==> src/verilog/lro_consts.svh <==
// lro_consts.svh: offsets, field positions, reset values and timing counts
// assumes a 50 MHz system clock and a 32-bit classic wishbone slave
`ifndef LRO_CONSTS_SVH
`define LRO_CONSTS_SVH

// ----------------------------------------------------------------------
// register byte offsets
// ----------------------------------------------------------------------
`define LRO_ADR_GCR    4'h0
`define LRO_ADR_STATUS 4'h4
`define LRO_ADR_MASK   4'h8
`define LRO_ADR_STATE  4'hc

// ----------------------------------------------------------------------
// field positions and reset values
// ----------------------------------------------------------------------
`define LRO_GCR_AIS_BIT   0
`define LRO_GCR_SRAIL_BIT 1
`define LRO_GCR_RST       2'h0
`define LRO_EVT_RST       3'h0

// ----------------------------------------------------------------------
// timing
// ----------------------------------------------------------------------
`define LRO_CLK_NS         20
`define LRO_LOS_SET_NS     100000
`define LRO_LOS_WIN_NS     100000
`define LRO_LOS_CLR_PULSES 16'h0010
`define LRO_LOS_SET_CYC \
    ((`LRO_LOS_SET_NS + `LRO_CLK_NS - 1) / `LRO_CLK_NS)
`define LRO_LOS_WIN_CYC (`LRO_LOS_WIN_NS / `LRO_CLK_NS)

`endif

==> src/verilog/lro_pkg.sv <==
// lro_pkg.sv: types shared by the receive output stage
// assumes lro_consts.svh for the numbers
`default_nettype none
package lro_pkg;

    // ------------------------------------------------------------------
    // control and event carriers
    // ------------------------------------------------------------------
    typedef struct packed {
        logic single_rail;
        logic alarm_insert_enable;
    } lro_gcr_t;

    typedef struct packed {
        logic violation;
        logic loss_clear;
        logic loss_set;
    } lro_evt_t;

    typedef struct packed {
        logic pos;
        logic neg;
    } lro_rail_t;

endpackage
`default_nettype wire

==> src/verilog/lro_los_det.sv <==
// lro_los_det.sv: loss of signal detector on line pulse events
// assumes pulse_i is a one-cycle event per received line pulse
`timescale 1ns/1ps
`default_nettype none
module lro_los_det #(
    parameter logic [15:0] SET_CYC    = 16'h1388,
    parameter logic [15:0] WIN_CYC    = 16'h1388,
    parameter logic [15:0] CLR_PULSES = 16'h0010
) (
    input  wire logic clk_i,
    input  wire logic reset_i,
    input  wire logic pulse_i,
    output logic      los_o
);
    logic        los_r;
    logic [15:0] quiet_r;
    logic [15:0] win_r;
    logic [15:0] cnt_r;
    wire         quiet_end = (quiet_r == SET_CYC - 16'h0001);
    wire         win_end   = (win_r == WIN_CYC - 16'h0001);
    wire  [15:0] cnt_inc   = cnt_r + {15'h0000, pulse_i};
    wire         enough    = (cnt_inc >= CLR_PULSES);

    always_ff @(posedge clk_i) begin
        if (reset_i) begin
            los_r   <= 1'b0;
            quiet_r <= 16'h0000;
            win_r   <= 16'h0000;
            cnt_r   <= 16'h0000;
        end else if (!los_r) begin
            win_r   <= 16'h0000;
            cnt_r   <= 16'h0000;
            quiet_r <= pulse_i ? 16'h0000 : quiet_r + 16'h0001;
            los_r   <= !pulse_i && quiet_end;
        end else begin
            quiet_r <= 16'h0000;
            win_r   <= win_end ? 16'h0000 : win_r + 16'h0001;
            cnt_r   <= win_end ? 16'h0000 : cnt_inc;
            los_r   <= !(win_end && enough);
        end
    end

    assign los_o = los_r;
endmodule
`default_nettype wire

==> src/verilog/lro_sync.sv <==
// lro_sync.sv: two flip-flop synchroniser for pin levels
// assumes inputs are asynchronous to clk_i
`timescale 1ns/1ps
`default_nettype none
module lro_sync #(
    parameter int WIDTH = 1
) (
    input  wire logic             clk_i,
    input  wire logic             reset_i,
    input  wire logic [WIDTH-1:0] d_i,
    output logic      [WIDTH-1:0] q_o
);
    logic [WIDTH-1:0] meta_r;
    logic [WIDTH-1:0] q_r;

    always_ff @(posedge clk_i) begin
        if (reset_i) begin
            meta_r <= '0;
            q_r    <= '0;
        end else begin
            meta_r <= d_i;
            q_r    <= meta_r;
        end
    end

    assign q_o = q_r;
endmodule
`default_nettype wire

==> src/verilog/lro_top.sv <==
// lro_top.sv: receive output stage of one line channel
// assumes line pulse pins, recovered clock and straps are asynchronous
// to clk_i, and software on a classic 32-bit wishbone bus
`include "lro_consts.svh"
`timescale 1ns/1ps
`default_nettype none

module lro_top
    import lro_pkg::*;
#(
    parameter logic [15:0] LOS_SET_CYC = 16'(`LRO_LOS_SET_CYC),
    parameter logic [15:0] LOS_WIN_CYC = 16'(`LRO_LOS_WIN_CYC)
) (
    input  wire logic        clk_i,
    input  wire logic        reset_i,
    // wishbone slave
    input  wire logic        wb_cyc_i,
    input  wire logic        wb_stb_i,
    input  wire logic        wb_we_i,
    input  wire logic [3:0]  wb_adr_i,
    input  wire logic [3:0]  wb_sel_i,
    input  wire logic [31:0] wb_dat_i,
    output logic      [31:0] wb_dat_o,
    output logic             wb_ack_o,
    output logic             irq_o,
    // line side pins
    input  wire logic        line_pos_pulse_i,
    input  wire logic        line_neg_pulse_i,
    input  wire logic        rx_clock_i,
    input  wire logic        clock_edge_select_i,
    input  wire logic        master_clock_present_i,
    input  wire logic        host_control_i,
    // framer side pins
    output logic             rx_positive_data_o,
    output logic             rx_positive_data_oe_o,
    output logic             rx_negative_data_o,
    output logic             rx_negative_data_oe_o,
    output logic             signal_loss_flag_o
);

    // ------------------------------------------------------------------
    // pin synchronisers
    // ------------------------------------------------------------------
    logic [5:0] pins_s;

    lro_sync #(
        .WIDTH (6)
    ) u_sync (
        .clk_i   (clk_i),
        .reset_i (reset_i),
        .d_i     ({line_pos_pulse_i, line_neg_pulse_i, rx_clock_i,
                   clock_edge_select_i, master_clock_present_i,
                   host_control_i}),
        .q_o     (pins_s)
    );

    wire pos_s  = pins_s[5];
    wire neg_s  = pins_s[4];
    wire rclk_s = pins_s[3];
    wire cse_s  = pins_s[2];
    wire mclk_s = pins_s[1];
    wire host_s = pins_s[0];

    // ------------------------------------------------------------------
    // edge detection
    // ------------------------------------------------------------------
    logic pos_d_r;
    logic neg_d_r;
    logic rclk_d_r;

    always_ff @(posedge clk_i) begin
        if (reset_i) begin
            pos_d_r <= 1'b0;
        end else begin
            pos_d_r <= pos_s;
        end
    end

    always_ff @(posedge clk_i) begin
        if (reset_i) begin
            neg_d_r <= 1'b0;
        end else begin
            neg_d_r <= neg_s;
        end
    end

    always_ff @(posedge clk_i) begin
        if (reset_i) begin
            rclk_d_r <= 1'b0;
        end else begin
            rclk_d_r <= rclk_s;
        end
    end

    lro_rail_t pulse;

    assign pulse.pos = pos_s && !pos_d_r;
    assign pulse.neg = neg_s && !neg_d_r;

    wire rclk_rise = rclk_s && !rclk_d_r;
    wire rclk_fall = !rclk_s && rclk_d_r;
    wire any_pulse = pulse.pos || pulse.neg;

    // outputs change on the opposite edge of the one the framer samples
    wire update = cse_s ? rclk_fall : rclk_rise;

    // ------------------------------------------------------------------
    // loss of signal
    // ------------------------------------------------------------------
    logic los;
    logic los_d_r;

    lro_los_det #(
        .SET_CYC    (LOS_SET_CYC),
        .WIN_CYC    (LOS_WIN_CYC),
        .CLR_PULSES (`LRO_LOS_CLR_PULSES)
    ) u_los (
        .clk_i   (clk_i),
        .reset_i (reset_i),
        .pulse_i (any_pulse),
        .los_o   (los)
    );

    always_ff @(posedge clk_i) begin
        if (reset_i) begin
            los_d_r <= 1'b0;
        end else begin
            los_d_r <= los;
        end
    end

    // ------------------------------------------------------------------
    // control register and alarm selection
    // ------------------------------------------------------------------
    lro_gcr_t gcr_r;
    lro_gcr_t gcr_nxt;

    wire host_mode  = host_s;
    // pin control never inserts the alarm; host control obeys the bit
    wire ais_active = host_mode && gcr_r.alarm_insert_enable
                      && los;
    wire srail      = gcr_r.single_rail;

    // ------------------------------------------------------------------
    // code violation detection
    // ------------------------------------------------------------------
    logic last_neg_r;
    logic seen_r;

    // two pulses of the same polarity in a row break alternate marks
    wire in_service = !los && !ais_active;
    wire same_pol   = seen_r && ((pulse.pos && !last_neg_r)
                      || (pulse.neg && last_neg_r));
    wire viol_evt   = in_service && any_pulse && same_pol;

    always_ff @(posedge clk_i) begin
        if (reset_i) begin
            last_neg_r <= 1'b0;
            seen_r     <= 1'b0;
        end else if (los) begin
            seen_r     <= 1'b0;
        end else if (any_pulse) begin
            last_neg_r <= pulse.neg;
            seen_r     <= 1'b1;
        end
    end

    // ------------------------------------------------------------------
    // pending line data held until the next output edge
    // ------------------------------------------------------------------
    logic pend_pos_r;
    logic pend_neg_r;
    logic pend_viol_r;
    logic ais_phase_r;

    // a pulse in the update cycle itself is kept, not dropped
    wire pend_pos_nxt  = (pend_pos_r && !update) || pulse.pos;
    wire pend_neg_nxt  = (pend_neg_r && !update) || pulse.neg;
    wire pend_viol_nxt = (pend_viol_r && !update) || viol_evt;

    always_ff @(posedge clk_i) begin
        if (reset_i) begin
            pend_pos_r <= 1'b0;
        end else begin
            pend_pos_r <= pend_pos_nxt;
        end
    end

    always_ff @(posedge clk_i) begin
        if (reset_i) begin
            pend_neg_r <= 1'b0;
        end else begin
            pend_neg_r <= pend_neg_nxt;
        end
    end

    always_ff @(posedge clk_i) begin
        if (reset_i) begin
            pend_viol_r <= 1'b0;
        end else begin
            pend_viol_r <= pend_viol_nxt;
        end
    end

    // all ones: every bit a mark, marks alternate polarity on dual rail
    always_ff @(posedge clk_i) begin
        if (reset_i) begin
            ais_phase_r <= 1'b0;
        end else if (update && ais_active) begin
            ais_phase_r <= !ais_phase_r;
        end
    end

    // ------------------------------------------------------------------
    // output data selection
    // ------------------------------------------------------------------
    lro_rail_t line_dual;
    lro_rail_t line_single;
    lro_rail_t ais_out;
    lro_rail_t out_nxt;
    lro_rail_t out_r;

    assign line_dual.pos   = pend_pos_r;
    assign line_dual.neg   = pend_neg_r;
    assign line_single.pos = pend_pos_r || pend_neg_r;
    assign line_single.neg = pend_viol_r;
    assign ais_out.pos     = srail ? 1'b1 : !ais_phase_r;
    assign ais_out.neg     = srail ? 1'b0 : ais_phase_r;

    assign out_nxt = ais_active ? ais_out
                   : (srail ? line_single : line_dual);

    always_ff @(posedge clk_i) begin
        if (reset_i) begin
            out_r <= '0;
        end else if (update) begin
            out_r <= out_nxt;
        end
    end

    assign rx_positive_data_o    = out_r.pos;
    assign rx_negative_data_o    = out_r.neg;
    assign rx_positive_data_oe_o = mclk_s;
    assign rx_negative_data_oe_o = mclk_s;
    assign signal_loss_flag_o    = los_d_r;

    // ------------------------------------------------------------------
    // events, status and mask
    // ------------------------------------------------------------------
    lro_evt_t evt;
    lro_evt_t status_r;
    lro_evt_t status_nxt;
    lro_evt_t mask_r;
    lro_evt_t mask_nxt;
    lro_evt_t w1c;

    assign evt.loss_set   = los && !los_d_r;
    assign evt.loss_clear = !los && los_d_r;
    assign evt.violation  = viol_evt;

    // ------------------------------------------------------------------
    // wishbone slave
    // ------------------------------------------------------------------
    logic        ack_r;
    logic [31:0] dat_r;

    wire req      = wb_cyc_i && wb_stb_i;
    wire wr_take  = req && ack_r && wb_we_i && wb_sel_i[0];
    wire hit_gcr  = (wb_adr_i == `LRO_ADR_GCR);
    wire hit_stat = (wb_adr_i == `LRO_ADR_STATUS);
    wire hit_mask = (wb_adr_i == `LRO_ADR_MASK);
    wire hit_st   = (wb_adr_i == `LRO_ADR_STATE);

    wire [31:0] rd_gcr  = {30'h00000000, gcr_r};
    wire [31:0] rd_stat = {29'h00000000, status_r};
    wire [31:0] rd_mask = {29'h00000000, mask_r};
    wire [31:0] rd_st   = {28'h0000000, ais_active, mclk_s,
                           host_mode, los_d_r};

    wire [31:0] rd_mux = hit_gcr  ? rd_gcr
                       : hit_stat ? rd_stat
                       : hit_mask ? rd_mask
                       : hit_st   ? rd_st
                       : 32'h00000000;

    // writes take effect at the edge where the master sees ack
    assign gcr_nxt = (wr_take && hit_gcr)
                   ? lro_gcr_t'(wb_dat_i[1:0]) : gcr_r;
    assign mask_nxt = (wr_take && hit_mask)
                    ? lro_evt_t'(wb_dat_i[2:0]) : mask_r;
    assign w1c = (wr_take && hit_stat)
               ? lro_evt_t'(wb_dat_i[2:0]) : lro_evt_t'(3'h0);

    // a new event in the clearing cycle stays set
    assign status_nxt = (status_r & ~w1c) | evt;

    always_ff @(posedge clk_i) begin
        if (reset_i) begin
            ack_r <= 1'b0;
        end else begin
            ack_r <= req && !ack_r;
        end
    end

    always_ff @(posedge clk_i) begin
        if (reset_i) begin
            dat_r <= 32'h00000000;
        end else begin
            dat_r <= rd_mux;
        end
    end

    always_ff @(posedge clk_i) begin
        if (reset_i) begin
            gcr_r <= lro_gcr_t'(`LRO_GCR_RST);
        end else begin
            gcr_r <= gcr_nxt;
        end
    end

    always_ff @(posedge clk_i) begin
        if (reset_i) begin
            mask_r <= lro_evt_t'(`LRO_EVT_RST);
        end else begin
            mask_r <= mask_nxt;
        end
    end

    always_ff @(posedge clk_i) begin
        if (reset_i) begin
            status_r <= lro_evt_t'(`LRO_EVT_RST);
        end else begin
            status_r <= status_nxt;
        end
    end

    assign wb_ack_o = ack_r;
    assign wb_dat_o = dat_r;
    assign irq_o    = |(status_r & mask_r);

endmodule
`default_nettype wire
==> config.mk <==
export PLATFORM = sky130hd
export DESIGN_NAME = lro_top
export DESIGN_NICKNAME = d
export VERILOG_FILES = /design/src/verilog/lro_pkg.sv /design/src/verilog/lro_los_det.sv /design/src/verilog/lro_sync.sv /design/src/verilog/lro_top.sv
export VERILOG_INCLUDE_DIRS = /design/src /design/src/verilog
export SDC_FILE = /design/constraint.sdc
export NUM_CORES = 1
export LEC_CHECK = 0
export ABC_AREA = 1
export BUFFER_PORTS_ARGS = -buffer_cell sky130_fd_sc_hd__buf_4
export CAP_MARGIN = 20
export CORE_MARGIN = 3
export CORE_UTILIZATION = 52
export CTS_CLUSTER_SIZE = 28
export DETAILED_ROUTE_END_ITERATION = 7
export PLACE_DENSITY = 0.87
export SLEW_MARGIN = 20
export SYNTH_ARGS = -nofsm -noshare
export SYNTH_HDL_FRONTEND = slang
export SYNTH_SLANG_ARGS = --single-unit
export TNS_END_PERCENT = 10
==> constraint.sdc <==
create_clock -name clk_i -period 2.9 [get_ports clk_i]
set_input_delay 0.58 -clock clk_i [delete_from_list [all_inputs] [get_ports clk_i]]
set_output_delay 0.58 -clock clk_i [all_outputs]
set_load 0.1 [all_outputs]
==> results.rst, run 1 <==
.. list-table::
   :header-rows: 1

   * - Metric
     - Value
   * - Total global routing overflow
     - 0
   * - CTS buffer count
     - 9
   * - Dominant delay contributor by cell family on the critical path
     - simple AND/OR/NAND/NOR gates
   * - Gpl congestion
     - slightly above 0.8
   * - Critical path data required time
     - between 3000 and 4000 ps
   * - Clock Tree Buf Depth
     - 2
   * - Post-Synth Adder-Cell Area
     - 1.26%
   * - Part of the Yosys area used for sequential elements
     - 43.4%
   * - Path type of the worst min-delay path
     - register to register
   * - Count of buffer and inverter cells on the critical path
     - 1
   * - Tightest slew margin relative to the limit
     - between 60% and 70%
   * - Number of violations reported at the end of detailed-routing iteration 0
     - between 100 and 150
   * - Mean instance size in the synthesized netlist
     - 7.28 sq um
   * - Worst Slack Setup Final
     - 608 ps
   * - Clk Latency, worst-skew pair
     - between 300 and 400 ps
   * - Standard cell with the maximum stage delay on the critical path
     - sky130_fd_sc_hd__dfxtp_1
   * - First-pass GRT wire length
     - about 13,000 um
   * - Fraction of the mapped netlist area in simple logic gates
     - 30.0%
   * - Area of the core region
     - approximately 7300 sq um
   * - LEAKAGE
     - 1.76 nW
   * - HPWL Detailed
     - about 5400 um
   * - Worst slew pin tran
     - between 500 and 600 ps
   * - Mux contribution to synthesized area
     - 0%
   * - Max capacitance violation total
     - 0
   * - Share of the synthesized area in the top cell type
     - a little over two fifths
   * - Yosys Warn Count
     - 0
   * - Worst stage delay on the critical path
     - about 310 ps
   * - Maximum number of pins on one net before global-route repair
     - 30
   * - Final hold viol count
     - 0
   * - Post-route clock skew
     - 7.54 ps
   * - Aggregate routed wire length
     - ~7300 um
   * - Top FF cell, synth
     - sky130_fd_sc_hd__dfxtp_1
   * - Peak ir drop on the vdd network
     - about 0.26 mV
   * - Final setup TNS
     - 0 ps
   * - Cell count after placement
     - 666
   * - Layout cells sized above 1
     - 11.7%
   * - Port Buffer Count
     - 29
   * - Cell Pwr Density
     - 527 nW/um^2
   * - Critical path class
     - register to register
   * - Total power draw
     - ~2.3 mW
   * - Category of the worst setup path launch point
     - register
   * - Placement Rows
     - 31
   * - Die Span Y
     - around 93 um
   * - Most repeated library cell on the critical path
     - sky130_fd_sc_hd__nand2_1
   * - Clock tree root buffer cell
     - sky130_fd_sc_hd__clkbuf_8
   * - DRC violations left
     - 0
   * - Post-placement setup slack
     - between 600 and 700 ps
   * - Main combinational cell family by area after synthesis
     - simple AND/OR/NAND/NOR gates
   * - Number of gates resized after CTS
     - 0
   * - Post-detailed-route via-to-cell ratio
     - 4.93
   * - Post-CTS Hold Fix Bufs
     - 0
   * - Cell variety after synth
     - 37
   * - Slack of the worst reg-to-reg path
     - a little over 600 ps
   * - Fin cells
     - ~680
   * - Final critical-path share of the clock period
     - between 70% and 80%
   * - Flip-flop and latch count after synthesis
     - 86
   * - Postcts setup bufs
     - 0
   * - Top-level I/O count
     - 90
   * - Filler cell count in the final layout
     - ~650
   * - Post-synthesis compound-gate area fraction
     - 9.84%
   * - Vias in the first global route
     - 3,133
   * - Crit path max fanout
     - 5
   * - X dimension of the die
     - between 90 and 100 um
   * - Crit path arrival time
     - 2580 ps
   * - DR vias
     - between 3,000 and 4,000
   * - Diodes inserted
     - 0
   * - Sequence of cells on the critical path
     - inv_1 > or2_2 > nand2_1 > ha_1 > ha_1 > nand2_1 > nor2_2 > nand2_1 > xor2_1 > nand2_1 > nor2_1 > nand4_1 > nand2_1
   * - Effective utilization at floorplan
     - around 54%
   * - Cells taking the most area after synthesis
     - sky130_fd_sc_hd__dfxtp_1, sky130_fd_sc_hd__nand2_1, sky130_fd_sc_hd__inv_1, sky130_fd_sc_hd__nor2_1, sky130_fd_sc_hd__buf_4
   * - Total track usage
     - around 17%
   * - List of most frequent post-synthesis cells
     - sky130_fd_sc_hd__nand2_1, sky130_fd_sc_hd__dfxtp_1, sky130_fd_sc_hd__inv_1, sky130_fd_sc_hd__nor2_1, sky130_fd_sc_hd__a21oi_1
   * - Setup repair after global routing missed its margin
     - no
   * - CP endpoint kind
     - register
   * - Cell count after synthesis
     - between 500 and 600
   * - Number of clock sinks
     - 86
   * - Number of levels the H-tree was split into
     - 3
   * - Cell type with the largest total area after synthesis
     - sky130_fd_sc_hd__dfxtp_1
   * - Antenna Nets Post-Route
     - 0
   * - Status
     - completed
   * - Number of synthesized flops with an enable pin
     - 0
   * - Highest clock frequency the design can meet
     - 436 MHz
   * - Number of antenna violations at the first check in global routing
     - 0
   * - FFs w/ async S/R, synth
     - 0%
   * - Leading cell type by number of instances after synthesis
     - sky130_fd_sc_hd__nand2_1
   * - Routed length per instance
     - around 11 um
   * - Total Nets Final
     - 633
   * - Final count of pins violating max slew
     - 0
   * - Clock transition time at the flip-flop clock pins of the worst setup and hold paths
     - ~80 ps
   * - Synthesis-to-finish area growth
     - 10.4%
   * - DIE AREA
     - slightly below 9000 sq um
   * - Synthesized cell area
     - 3970 sq um
   * - Post-layout min period
     - around 2300 ps
   * - CTS tree
     - yes
   * - First-pass DRT Iterations
     - 4
   * - Parity-gate share of the synthesized area counting xor and xnor cells
     - approximately 1.5%
   * - Final setup violation count
     - 0
-- worst paths after layout --
check                   startpoint       endpoint  cells past startpoint
hold reg to reg   u_sync.meta_r[3]  u_sync.q_o[3]                      2
setup / recovery     u_sync.q_o[4]    u_los.los_o                     13
hold / removal    u_sync.meta_r[3]  u_sync.q_o[3]                      2
setup reg to reg     u_sync.q_o[4]    u_los.los_o                     13
-- cell families after synthesis --
logic type      Yosys count
compound gates           75
xor+xnor                  7
fa+ha+maj                 4
buf+inv                 115
flops                    86
other cells               1
simple gates            257
-- where the power goes --
group / internal, mW / leakage [nW] / switching (mW)
sequential: 1.20 / 0.697 / 0.00780
combinational: 0.0357 / 0.958 / 0.220
clock: 0.445 / 0.106 / 0.404
total: 1.68 / 1.76 / 0.632
-- layout by cell type (no fill, tap or decap), types with 2 or more instances in the layout --
| cell | Yosys | final |
|---|---|---|
| sky130_fd_sc_hd__clkinv_2 | 0 | 2 |
| sky130_fd_sc_hd__xor2_1 | 6 | 6 |
| sky130_fd_sc_hd__nand3_2 | 4 | 4 |
| sky130_fd_sc_hd__conb_1 | 1 | 28 |
| sky130_fd_sc_hd__nor2_1 | 73 | 73 |
| sky130_fd_sc_hd__nand4_1 | 14 | 14 |
| sky130_fd_sc_hd__nand3_1 | 31 | 31 |
| sky130_fd_sc_hd__nor3_1 | 18 | 18 |
| sky130_fd_sc_hd__a21oi_1 | 41 | 41 |
| sky130_fd_sc_hd__nand3b_1 | 3 | 3 |
| sky130_fd_sc_hd__clkbuf_8 | 0 | 11 |
| sky130_fd_sc_hd__dfxtp_1 | 86 | 86 |
| sky130_fd_sc_hd__nor3b_1 | 3 | 3 |
| sky130_fd_sc_hd__o21ai_1 | 2 | 2 |
| sky130_fd_sc_hd__o21bai_1 | 2 | 2 |
| sky130_fd_sc_hd__buf_4 | 30 | 31 |
| sky130_fd_sc_hd__nor2_2 | 5 | 5 |
| sky130_fd_sc_hd__nand2_1 | 95 | 95 |
| sky130_fd_sc_hd__nor2_4 | 2 | 2 |
| sky130_fd_sc_hd__inv_2 | 2 | 2 |
| sky130_fd_sc_hd__a31oi_1 | 2 | 2 |
| sky130_fd_sc_hd__ha_1 | 4 | 4 |
| sky130_fd_sc_hd__inv_1 | 76 | 76 |
| sky130_fd_sc_hd__o21ai_0 | 25 | 25 |
| sky130_fd_sc_hd__or2_2 | 2 | 2 |
-- registers in the layout (all words and copies together), names as in the netlist, 3 cells and up --
signal,count
u_los.cnt_r,16
u_los.quiet_r,16
u_los.win_r,16
u_sync.meta_r,6
u_sync.q_o,6
wb_dat_o,4
mask_r,3
rd_stat,3
-- layout make-up --
class	count	area (sq um)	area share (%)
clock buffers	11	151	3.46
clock inverters	5	56.3	1.28
inverters	79	299	6.82
multi-input cells	371	1800	41.0
flip-flops and latches	86	1720	39.3
well taps	99	124	2.83
repair buffers	31	233	5.31
-- metal layers --
metal / up-vias / part of all wire [%] / wire, um / global-route usage, %
li1: 1751 / - / - / -
met2: 90 / 50 / 3660 / 31.3
met3: 7 / 5.1 / 375 / 5.07
met4: 0 / 1.1 / 83 / 4.52
met5: - / 0 / 0 / 0
met1: 1513 / 44 / 3170 / 20.2
-- tightest hold or removal path, cell delays in order (launching register included) --
cell and delay [ps]:
sky130_fd_sc_hd__dfxtp_1 300, sky130_fd_sc_hd__inv_1 40, sky130_fd_sc_hd__nor2_1 30
-- metrics by stage --
step	hold slack, ps	utilization, %	cell area (sq um)
after floorplan	388	-	4070
after global placement	393	56.9	4170
after detailed placement	392	56.9	4170
after CTS	404	59.8	4380
after global routing	417	59.8	4380
final	403	59.8	4380
Power figures use the tool's default switching activity.
==> run 2: changes to the inputs <==
Settings changed: CORE_UTILIZATION 52 to 49, PLACE_DENSITY 0.87 to 0.86.
Clock period 2.9 ns to 2.1 ns, I/O delays scaled along.
==> run 2 against run 1 <==
  * First-iteration DRC count is 3.0% higher
  * Setup slack worse by 470 ps
  * Design area rose by 3.1%
  * Critical endpoint unchanged
  * Largest cell class unchanged
  * Largest power group unchanged
  * Highest routed layer unchanged
==> results.rst, run 2 (synthesis gave the netlist of run 1 again) <==
.. list-table::
   :header-rows: 1

   * - Metric
     - Value
   * - Layout cells sized above 1
     - 13.9% (+2.2 points)
   * - Total Nets Final
     - 640 (+1.1%)
   * - Worst Slack Setup Final
     - 134 ps (-475 ps)
   * - Total global routing overflow
     - 0 (unchanged)
   * - Crit Reg-Reg Endpoint
     - u_los.los_o
   * - Area of the core region
     - 7810 sq um (+6.5%)
   * - R2R depth
     - 14 (+1)
   * - Switching fraction of total power
     - 27.8% (+0.41 points)
   * - Critical path data required time
     - 2400 ps (-790 ps)
   * - Clock Tree Buf Depth
     - 2 (unchanged)
   * - Top-level I/O count
     - 90 (unchanged)
   * - CTS buffer count
     - 9 (unchanged)
   * - LEAKAGE
     - 1.81 nW (+2.7%)
   * - X dimension of the die
     - 96.0 um (+2.8%)
   * - Final setup TNS
     - 0 ps (unchanged)
   * - Number of violations reported at the end of detailed-routing iteration 0
     - 139 (+3.0%)
   * - Port Buffer Count
     - 29 (unchanged)
   * - Final hold viol count
     - 0 (unchanged)
   * - Final setup violation count
     - 0 (unchanged)
   * - Max capacitance violation total
     - 0 (unchanged)
   * - Gpl congestion
     - 0.825 (-0.78%)
   * - Internal power
     - 2.39 mW (+42%)
   * - Part of the total power dissipated in the clock network
     - 38.8% (+2.0 points)
   * - Crit path max fanout
     - 4 (-1)
   * - HPWL Detailed
     - 5460 um (+0.87%)
   * - Die Span Y
     - 96.0 um (+2.8%)
   * - Post-detailed-route via-to-cell ratio
     - 5.01 (+1.6%)
   * - First-pass GRT wire length
     - 12,200 um (-2.4%)
   * - Clock tree root buffer cell
     - sky130_fd_sc_hd__clkbuf_8
   * - Clk Latency, worst-skew pair
     - 350 ps (about the same)
   * - Total track usage
     - 16.5% (-0.92 points)
   * - Fraction of power consumed by sequential logic
     - 50.3% (-1.9 points)
   * - Leading registers by flop count
     - u_los.cnt_r (16), u_los.quiet_r (16), u_los.win_r (16)
   * - Worst stage delay on the critical path
     - 310 ps (about the same)
   * - Worst reg2reg path startpoint
     - u_sync.q_o[4]
   * - Path type of the worst min-delay path
     - input pin to register
   * - Most repeated library cell on the critical path
     - sky130_fd_sc_hd__nand2_1
   * - Effective utilization at floorplan
     - 50.8% (-3.3 points)
   * - Status
     - completed
   * - Combinational share of power
     - 10.9% (-0.2 points)
   * - Post-placement setup slack
     - 16.8 ps (-665 ps)
   * - Net load switching power
     - 919 uW (+45%)
   * - Slack of the worst reg-to-reg path
     - 130 ps (-470 ps)
   * - Final count of pins violating max slew
     - 0 (unchanged)
   * - Peak ir drop on the vdd network
     - 0.352 mV (+36%)
   * - Diodes inserted
     - 0 (unchanged)
   * - Critical path class
     - register to register
   * - First-pass DRT Iterations
     - 5 (+1)
   * - Number of levels the H-tree was split into
     - 3 (unchanged)
   * - Number of antenna violations at the first check in global routing
     - 0 (unchanged)
   * - Post-layout min period
     - 1970 ps (-325 ps)
   * - Standard cell with the maximum stage delay on the critical path
     - sky130_fd_sc_hd__dfxtp_1
   * - Placement Rows
     - 32 (+3.2%)
   * - Post-route clock skew
     - 12.1 ps (+4.59 ps)
   * - Worst setup path start
     - u_sync.q_o[4]
   * - Synthesis-to-finish area growth
     - 13.8%
   * - Routed length per instance
     - 11.2 um (+5.0%)
   * - Sequence of cells on the critical path
     - inv_1 > or2_2 > nand2_2 > ha_4 > ha_4 > nand2_2 > nor2_4 > buf_4 > nand3_1 > nand2_1 > nand2_1 > nor2_1 > nand4_1 > nand2_1
   * - DIE AREA
     - 9220 sq um (+5.7%)
   * - Clock transition time at the flip-flop clock pins of the worst setup and hold paths
     - 90 ps (about the same)
   * - Aggregate routed wire length
     - 7760 um (+6.5%)
   * - Final critical-path share of the clock period
     - 93.6% (+15 points)
   * - CP endpoint kind
     - register
   * - Filler cell count in the final layout
     - 692 (+7.0%)
   * - Maximum number of pins on one net before global-route repair
     - 33 (+10%)
   * - Most common library cell in the layout ignoring fill and taps
     - sky130_fd_sc_hd__nand2_1
   * - Category of the worst setup path launch point
     - register
   * - Number of clock sinks
     - 86 (unchanged)
   * - Highest clock frequency the design can meet
     - 509 MHz (+17%)
   * - Vias in the first global route
     - 3,111 (-0.70%)
   * - Cell Pwr Density
     - 732 nW/um^2 (+39%)
   * - DR vias
     - 3,464 (+3.1%)
   * - Crit path arrival time
     - 2260 ps (-320 ps)
   * - CTS tree
     - yes
   * - Critical path destination
     - u_los.los_o
   * - Antenna Nets Post-Route
     - 0 (unchanged)
   * - DRC violations left
     - 0 (unchanged)
   * - Most used cells in the layout excluding fill and tap cells
     - sky130_fd_sc_hd__nand2_1, sky130_fd_sc_hd__dfxtp_1, sky130_fd_sc_hd__inv_1, sky130_fd_sc_hd__nor2_1, sky130_fd_sc_hd__a21oi_1
==> run 2: cell types whose count changed in the layout (fill, tap and decap cells not counted), moves of 2 or more <==
cell,delta
sky130_fd_sc_hd__buf_4,+6
sky130_fd_sc_hd__nand2_1,-3
sky130_fd_sc_hd__nand2_2,+3
sky130_fd_sc_hd__clkbuf_8,-2
sky130_fd_sc_hd__ha_1,-2
sky130_fd_sc_hd__ha_4,+2
==> run 2: area by class of cell <==
class                   count  area, sq um  share of cell area (%)
clock buffers              10          128                    2.82
clock inverters             6         93.8                    2.08
inverters                  79          299                    6.62
multi-input cells         371         1850                    41.0
flip-flops and latches     86         1720                    38.1
well taps                 102          128                    2.82
repair buffers             38          298                    6.59
==> run 2: worst min-delay path by stage <==
| stage | start | cells past startpoint | slack [ps] | end |
|---|---|---|---|---|
| final | clock_edge_select_i | 3 | 270 | u_sync.meta_r[2] |
| after detailed placement | u_sync.meta_r[0] | 2 | 400 | u_sync.q_o[0] |
| after global routing | clock_edge_select_i | 3 | 260 | u_sync.meta_r[2] |
| after floorplan | u_sync.meta_r[0] | 2 | 390 | u_sync.q_o[0] |
| after CTS | clock_edge_select_i | 3 | 260 | u_sync.meta_r[2] |
| after global placement | u_sync.meta_r[2] | 2 | 390 | u_sync.q_o[2] |
==> run 2: worst max-delay path, delay by kind of cell, from the launching register on <==
kind / cells / cell delay [ps]
adders and majority gates: 2 / 280
DFF: 1 / 310
and+or+nand+nor: 10 / 1140
buffers and inverters: 2 / 180
==> run 2: layer usage <==
| layer | vias up | wire [um] | GRT usage (%) |
|---|---|---|---|
| li1 | 1765 | - | - |
| met1 | 1593 | 3330 | 17.8 |
| met2 | 97 | 3940 | 30.2 |
| met3 | 9 | 404 | 4.85 |
| met4 | 0 | 95 | 5.92 |
| met5 | - | 0 | 0 |
==> run 2: repair_timing <==
| item | in CTS | in global routing |
|---|---|---|
| hold buffers | 0 | 0 |
| pin swaps | 0 | 9 |
| buffers inserted | 0 | 4 |
| resized for setup | 1 | 12 |
| setup endpoints to repair | 1 | 2 |
==> run 2: per-stage QoR <==
step / power (mW) / cell area, sq um / cells / hold slack, ps / utilization [%]
floorplan: 2.05 / 4070 / 572 / 388 / -
global placement: 2.05 / 4210 / 672 / 392 / 54.0
detailed placement: 2.06 / 4210 / 672 / 396 / 54.0
CTS: 3.32 / 4440 / 688 / 261 / 56.9
global route: 3.41 / 4520 / 692 / 264 / 57.9
finish: 3.31 / 4520 / 692 / 269 / 57.9
==> run 2: power groups by stage <==
stage | clock, mW | sequential [mW] | combinational, mW
floorplan | 0 | 1.72 | 0.325
global placement | 0 | 1.70 | 0.351
detailed placement | 0 | 1.70 | 0.356
CTS | 1.30 | 1.66 | 0.357
global route | 1.36 | 1.67 | 0.380
finish | 1.29 | 1.66 | 0.359
==> run 3: changes to the inputs <==
Settings changed: CAP_MARGIN 20 to 5, CELL_PAD_IN_SITES_DETAIL_PLACEMENT set to 1, CELL_PAD_IN_SITES_GLOBAL_PLACEMENT set to 1, CORE_UTILIZATION 49 to 35.
==> run 3 against run 2 <==
  * Via count increased by 2.8%
  * First-iteration DRC count fell by 2.2%
  * Wire length grew 28%
  * Cell count up 5.9%
  * Die area increased by 37%
  * Sequential cell count unchanged
  * Sequential share of layout area down 1.5 points
  * Clock power grew 27%
  * Critical path type unchanged
  * Largest cell class unchanged
  * Largest power group unchanged
  * Highest routed layer unchanged
==> results.rst, run 3 (synthesis gave the netlist of run 1 again) <==
.. list-table::
   :header-rows: 1

   * - Metric
     - Value
   * - Number of antenna violations at the first check in global routing
     - 0 (unchanged)
   * - Filler cell count in the final layout
     - 1,400 (+100%)
   * - CTS buffer count
     - 9 (unchanged)
   * - Number of levels the H-tree was split into
     - 3 (unchanged)
   * - Cell count after placement
     - 714 (+6.3%)
   * - X dimension of the die
     - 112 um (+17%)
   * - Placement Rows
     - 38 (+19%)
   * - Routed length per instance
     - 13.6 um (+21%)
   * - Most repeated library cell on the critical path
     - sky130_fd_sc_hd__nand2_1
   * - Worst setup path start
     - u_sync.q_o[5]
   * - Die Span Y
     - 112 um (+17%)
   * - Gpl congestion
     - 0.838 (+1.5%)
   * - Highest clock frequency the design can meet
     - 519 MHz (+2.0%)
   * - CP endpoint kind
     - register
   * - Total global routing overflow
     - 0 (unchanged)
   * - Total track usage
     - 16.1% (-0.40 points)
   * - Post-CTS Hold Fix Bufs
     - 0 (unchanged)
   * - CTS tree
     - yes
   * - Crit path max fanout
     - 3 (-1)
   * - Post-route clock skew
     - 8.95 ps (-3.18 ps)
   * - Critical path data required time
     - 2330 ps (-70 ps)
   * - Clock Tree Buf Depth
     - 2 (unchanged)
   * - Aggregate routed wire length
     - 9960 um (+28%)
   * - Clock tree root buffer cell
     - sky130_fd_sc_hd__clkbuf_16
   * - Clock transition time at the flip-flop clock pins of the worst setup and hold paths
     - 70 ps (-20 ps)
   * - HPWL Detailed
     - 7050 um (+29%)
   * - Setup repair after global routing missed its margin
     - no
   * - Dominant delay contributor by cell family on the critical path
     - simple AND/OR/NAND/NOR gates
   * - LEAKAGE
     - 1.88 nW (+3.9%)
   * - Startpoint of the most critical hold path
     - host_control_i
   * - Peak ir drop on the vdd network
     - 0.368 mV (+4.7%)
   * - Sequence of cells on the critical path
     - inv_1 > or2_4 > nand2_4 > ha_4 > ha_4 > nand2_2 > nor2_4 > buf_4 > nand3_1 > nand2_1 > nor2_1 > nand2_1 > nor2_2 > nand4_1 > nand2_1
   * - Count of buffer and inverter cells on the critical path
     - 2 (unchanged)
   * - Final setup TNS
     - 0 ps (unchanged)
   * - Antenna Nets Post-Route
     - 0 (unchanged)
   * - Port Buffer Count
     - 29 (unchanged)
   * - Number of clock sinks
     - 86 (unchanged)
   * - DIE AREA
     - 12,700 sq um (+37%)
   * - Path type of the worst min-delay path
     - input pin to register
   * - Crit path arrival time
     - 2150 ps (-110 ps)
   * - Synthesis-to-finish area growth
     - 18.4%
   * - DRC violations left
     - 0 (unchanged)
   * - Top-level I/O count
     - 90 (unchanged)
   * - Final count of pins violating max slew
     - 0 (unchanged)
   * - Critical path class
     - register to register
   * - First-pass DRT Iterations
     - 4 (-1)
   * - Most used cells in the layout excluding fill and tap cells
     - sky130_fd_sc_hd__nand2_1, sky130_fd_sc_hd__dfxtp_1, sky130_fd_sc_hd__inv_1, sky130_fd_sc_hd__nor2_1, sky130_fd_sc_hd__a21oi_1
   * - Core Util, Final
     - 42.8% (-15 points)
   * - First-pass GRT wire length
     - 17,100 um (+40%)
   * - Final setup violation count
     - 0 (unchanged)
   * - Cell Pwr Density
     - 783 nW/um^2 (+6.9%)
   * - Post-layout min period
     - 1930 ps (-38.3 ps)
   * - Post-detailed-route via-to-cell ratio
     - 4.86 (-2.9%)
   * - Total Nets Final
     - 643 (+0.47%)
   * - Most common library cell in the layout ignoring fill and taps
     - sky130_fd_sc_hd__nand2_1
   * - Clk Latency, worst-skew pair
     - 340 ps (about the same)
   * - Category of the worst setup path launch point
     - register
   * - Diodes inserted
     - 0 (unchanged)
   * - Worst reg2reg path startpoint
     - u_sync.q_o[5]
   * - Leading registers by flop count
     - u_los.cnt_r (16), u_los.quiet_r (16), u_los.win_r (16)
   * - Effective utilization at floorplan
     - 36.1% (-15 points)
   * - Fin cells
     - 733 (+5.9%)
   * - Worst stage delay on the critical path
     - 320 ps (about the same)
   * - Status
     - completed
   * - Area of the core region
     - 11,000 sq um (+41%)
   * - Maximum number of pins on one net before global-route repair
     - 33 (unchanged)
   * - Vias in the first global route
     - 3,730 (+20%)
   * - DR vias
     - 3,561 (+2.8%)
   * - Max capacitance violation total
     - 0 (unchanged)
   * - Final hold viol count
     - 0 (unchanged)
   * - Layout cells sized above 1
     - 15.0% (+1.1 points)
   * - Standard cell with the maximum stage delay on the critical path
     - sky130_fd_sc_hd__dfxtp_1
   * - Number of violations reported at the end of detailed-routing iteration 0
     - 136 (-2.2%)
   * - Final critical-path share of the clock period
     - 91.8% (-1.8 points)
## run 3: changes by cell type in the layout (fill, tap and decap cells not counted), sizes merged
cell and change:
buf +3, clkinvlp +1, inv +1, clkbuf -1, bufinv -1
## run 3: repair_timing
| item | in CTS | in global routing |
|---|---|---|
| setup endpoints to repair | 1 | 1 |
| gates resized for setup | 5 | 15 |
| setup buffers | 1 | 2 |
| pin swaps | 3 | 10 |
## run 3: worst paths after layout
check / end / slack (ps) / depth (start not counted)
worst min register to register: u_sync.q_o[2] / 420 / 2
worst max register to register: u_los.los_o / 170 / 15
worst min-delay path: u_sync.meta_r[0] / 280 / 3
worst max-delay path: u_los.los_o / 170 / 15
## run 3: power by group
group	leakage, nW	total [mW]	internal, mW	switching (mW)
combinational	1.03	0.370	0.0560	0.314
clock	0.148	1.64	0.939	0.702
sequential	0.697	1.67	1.65	0.0129
total	1.88	3.68	2.65	1.03
## run 3: cell type report
type	instances	area (sq um)	area share [%]
Clock buffer	9	225	4.79
Clock inverter	7	80.1	1.70
Inverter	79	299	6.36
Multi-Input combinational cell	371	1870	39.9
Sequential cell	86	1720	36.6
Tap cell	140	175	3.73
Timing Repair Buffer	41	324	6.90
## run 3: worst register-to-register path, cell delays in order, from the launching register on
cell and delay, ps:
sky130_fd_sc_hd__dfxtp_1 320, sky130_fd_sc_hd__inv_1 50, sky130_fd_sc_hd__or2_4 240, sky130_fd_sc_hd__nand2_4 80
sky130_fd_sc_hd__ha_4 150, sky130_fd_sc_hd__ha_4 140, sky130_fd_sc_hd__nand2_2 70, sky130_fd_sc_hd__nor2_4 150
sky130_fd_sc_hd__buf_4 140, sky130_fd_sc_hd__nand3_1 80, sky130_fd_sc_hd__nand2_1 70, sky130_fd_sc_hd__nor2_1 40
sky130_fd_sc_hd__nand2_1 80, sky130_fd_sc_hd__nor2_2 50, sky130_fd_sc_hd__nand4_1 90, sky130_fd_sc_hd__nand2_1 70
## run 3: metal layers
metal	routed length [um]	vias to the layer above	track usage (%)
met5	0	-	0
met4	172	0	5.21
met3	341	16	3.07
met2	5260	62	30.0
met1	4190	1715	18.4
li1	-	1768	-
## run 3: through the flow
step / area, sq um / power, mW / setup slack, ps / hold WS [ps]
after floorplan: 4070 / 2.05 / 210 / 388
after global placement: 4290 / 2.06 / 36.1 / 395
after detailed placement: 4290 / 2.07 / -70.9 / 411
after CTS: 4620 / 3.70 / 5.31 / 281
after global routing: 4700 / 3.80 / 10.1 / 287
final: 4700 / 3.68 / 172 / 283
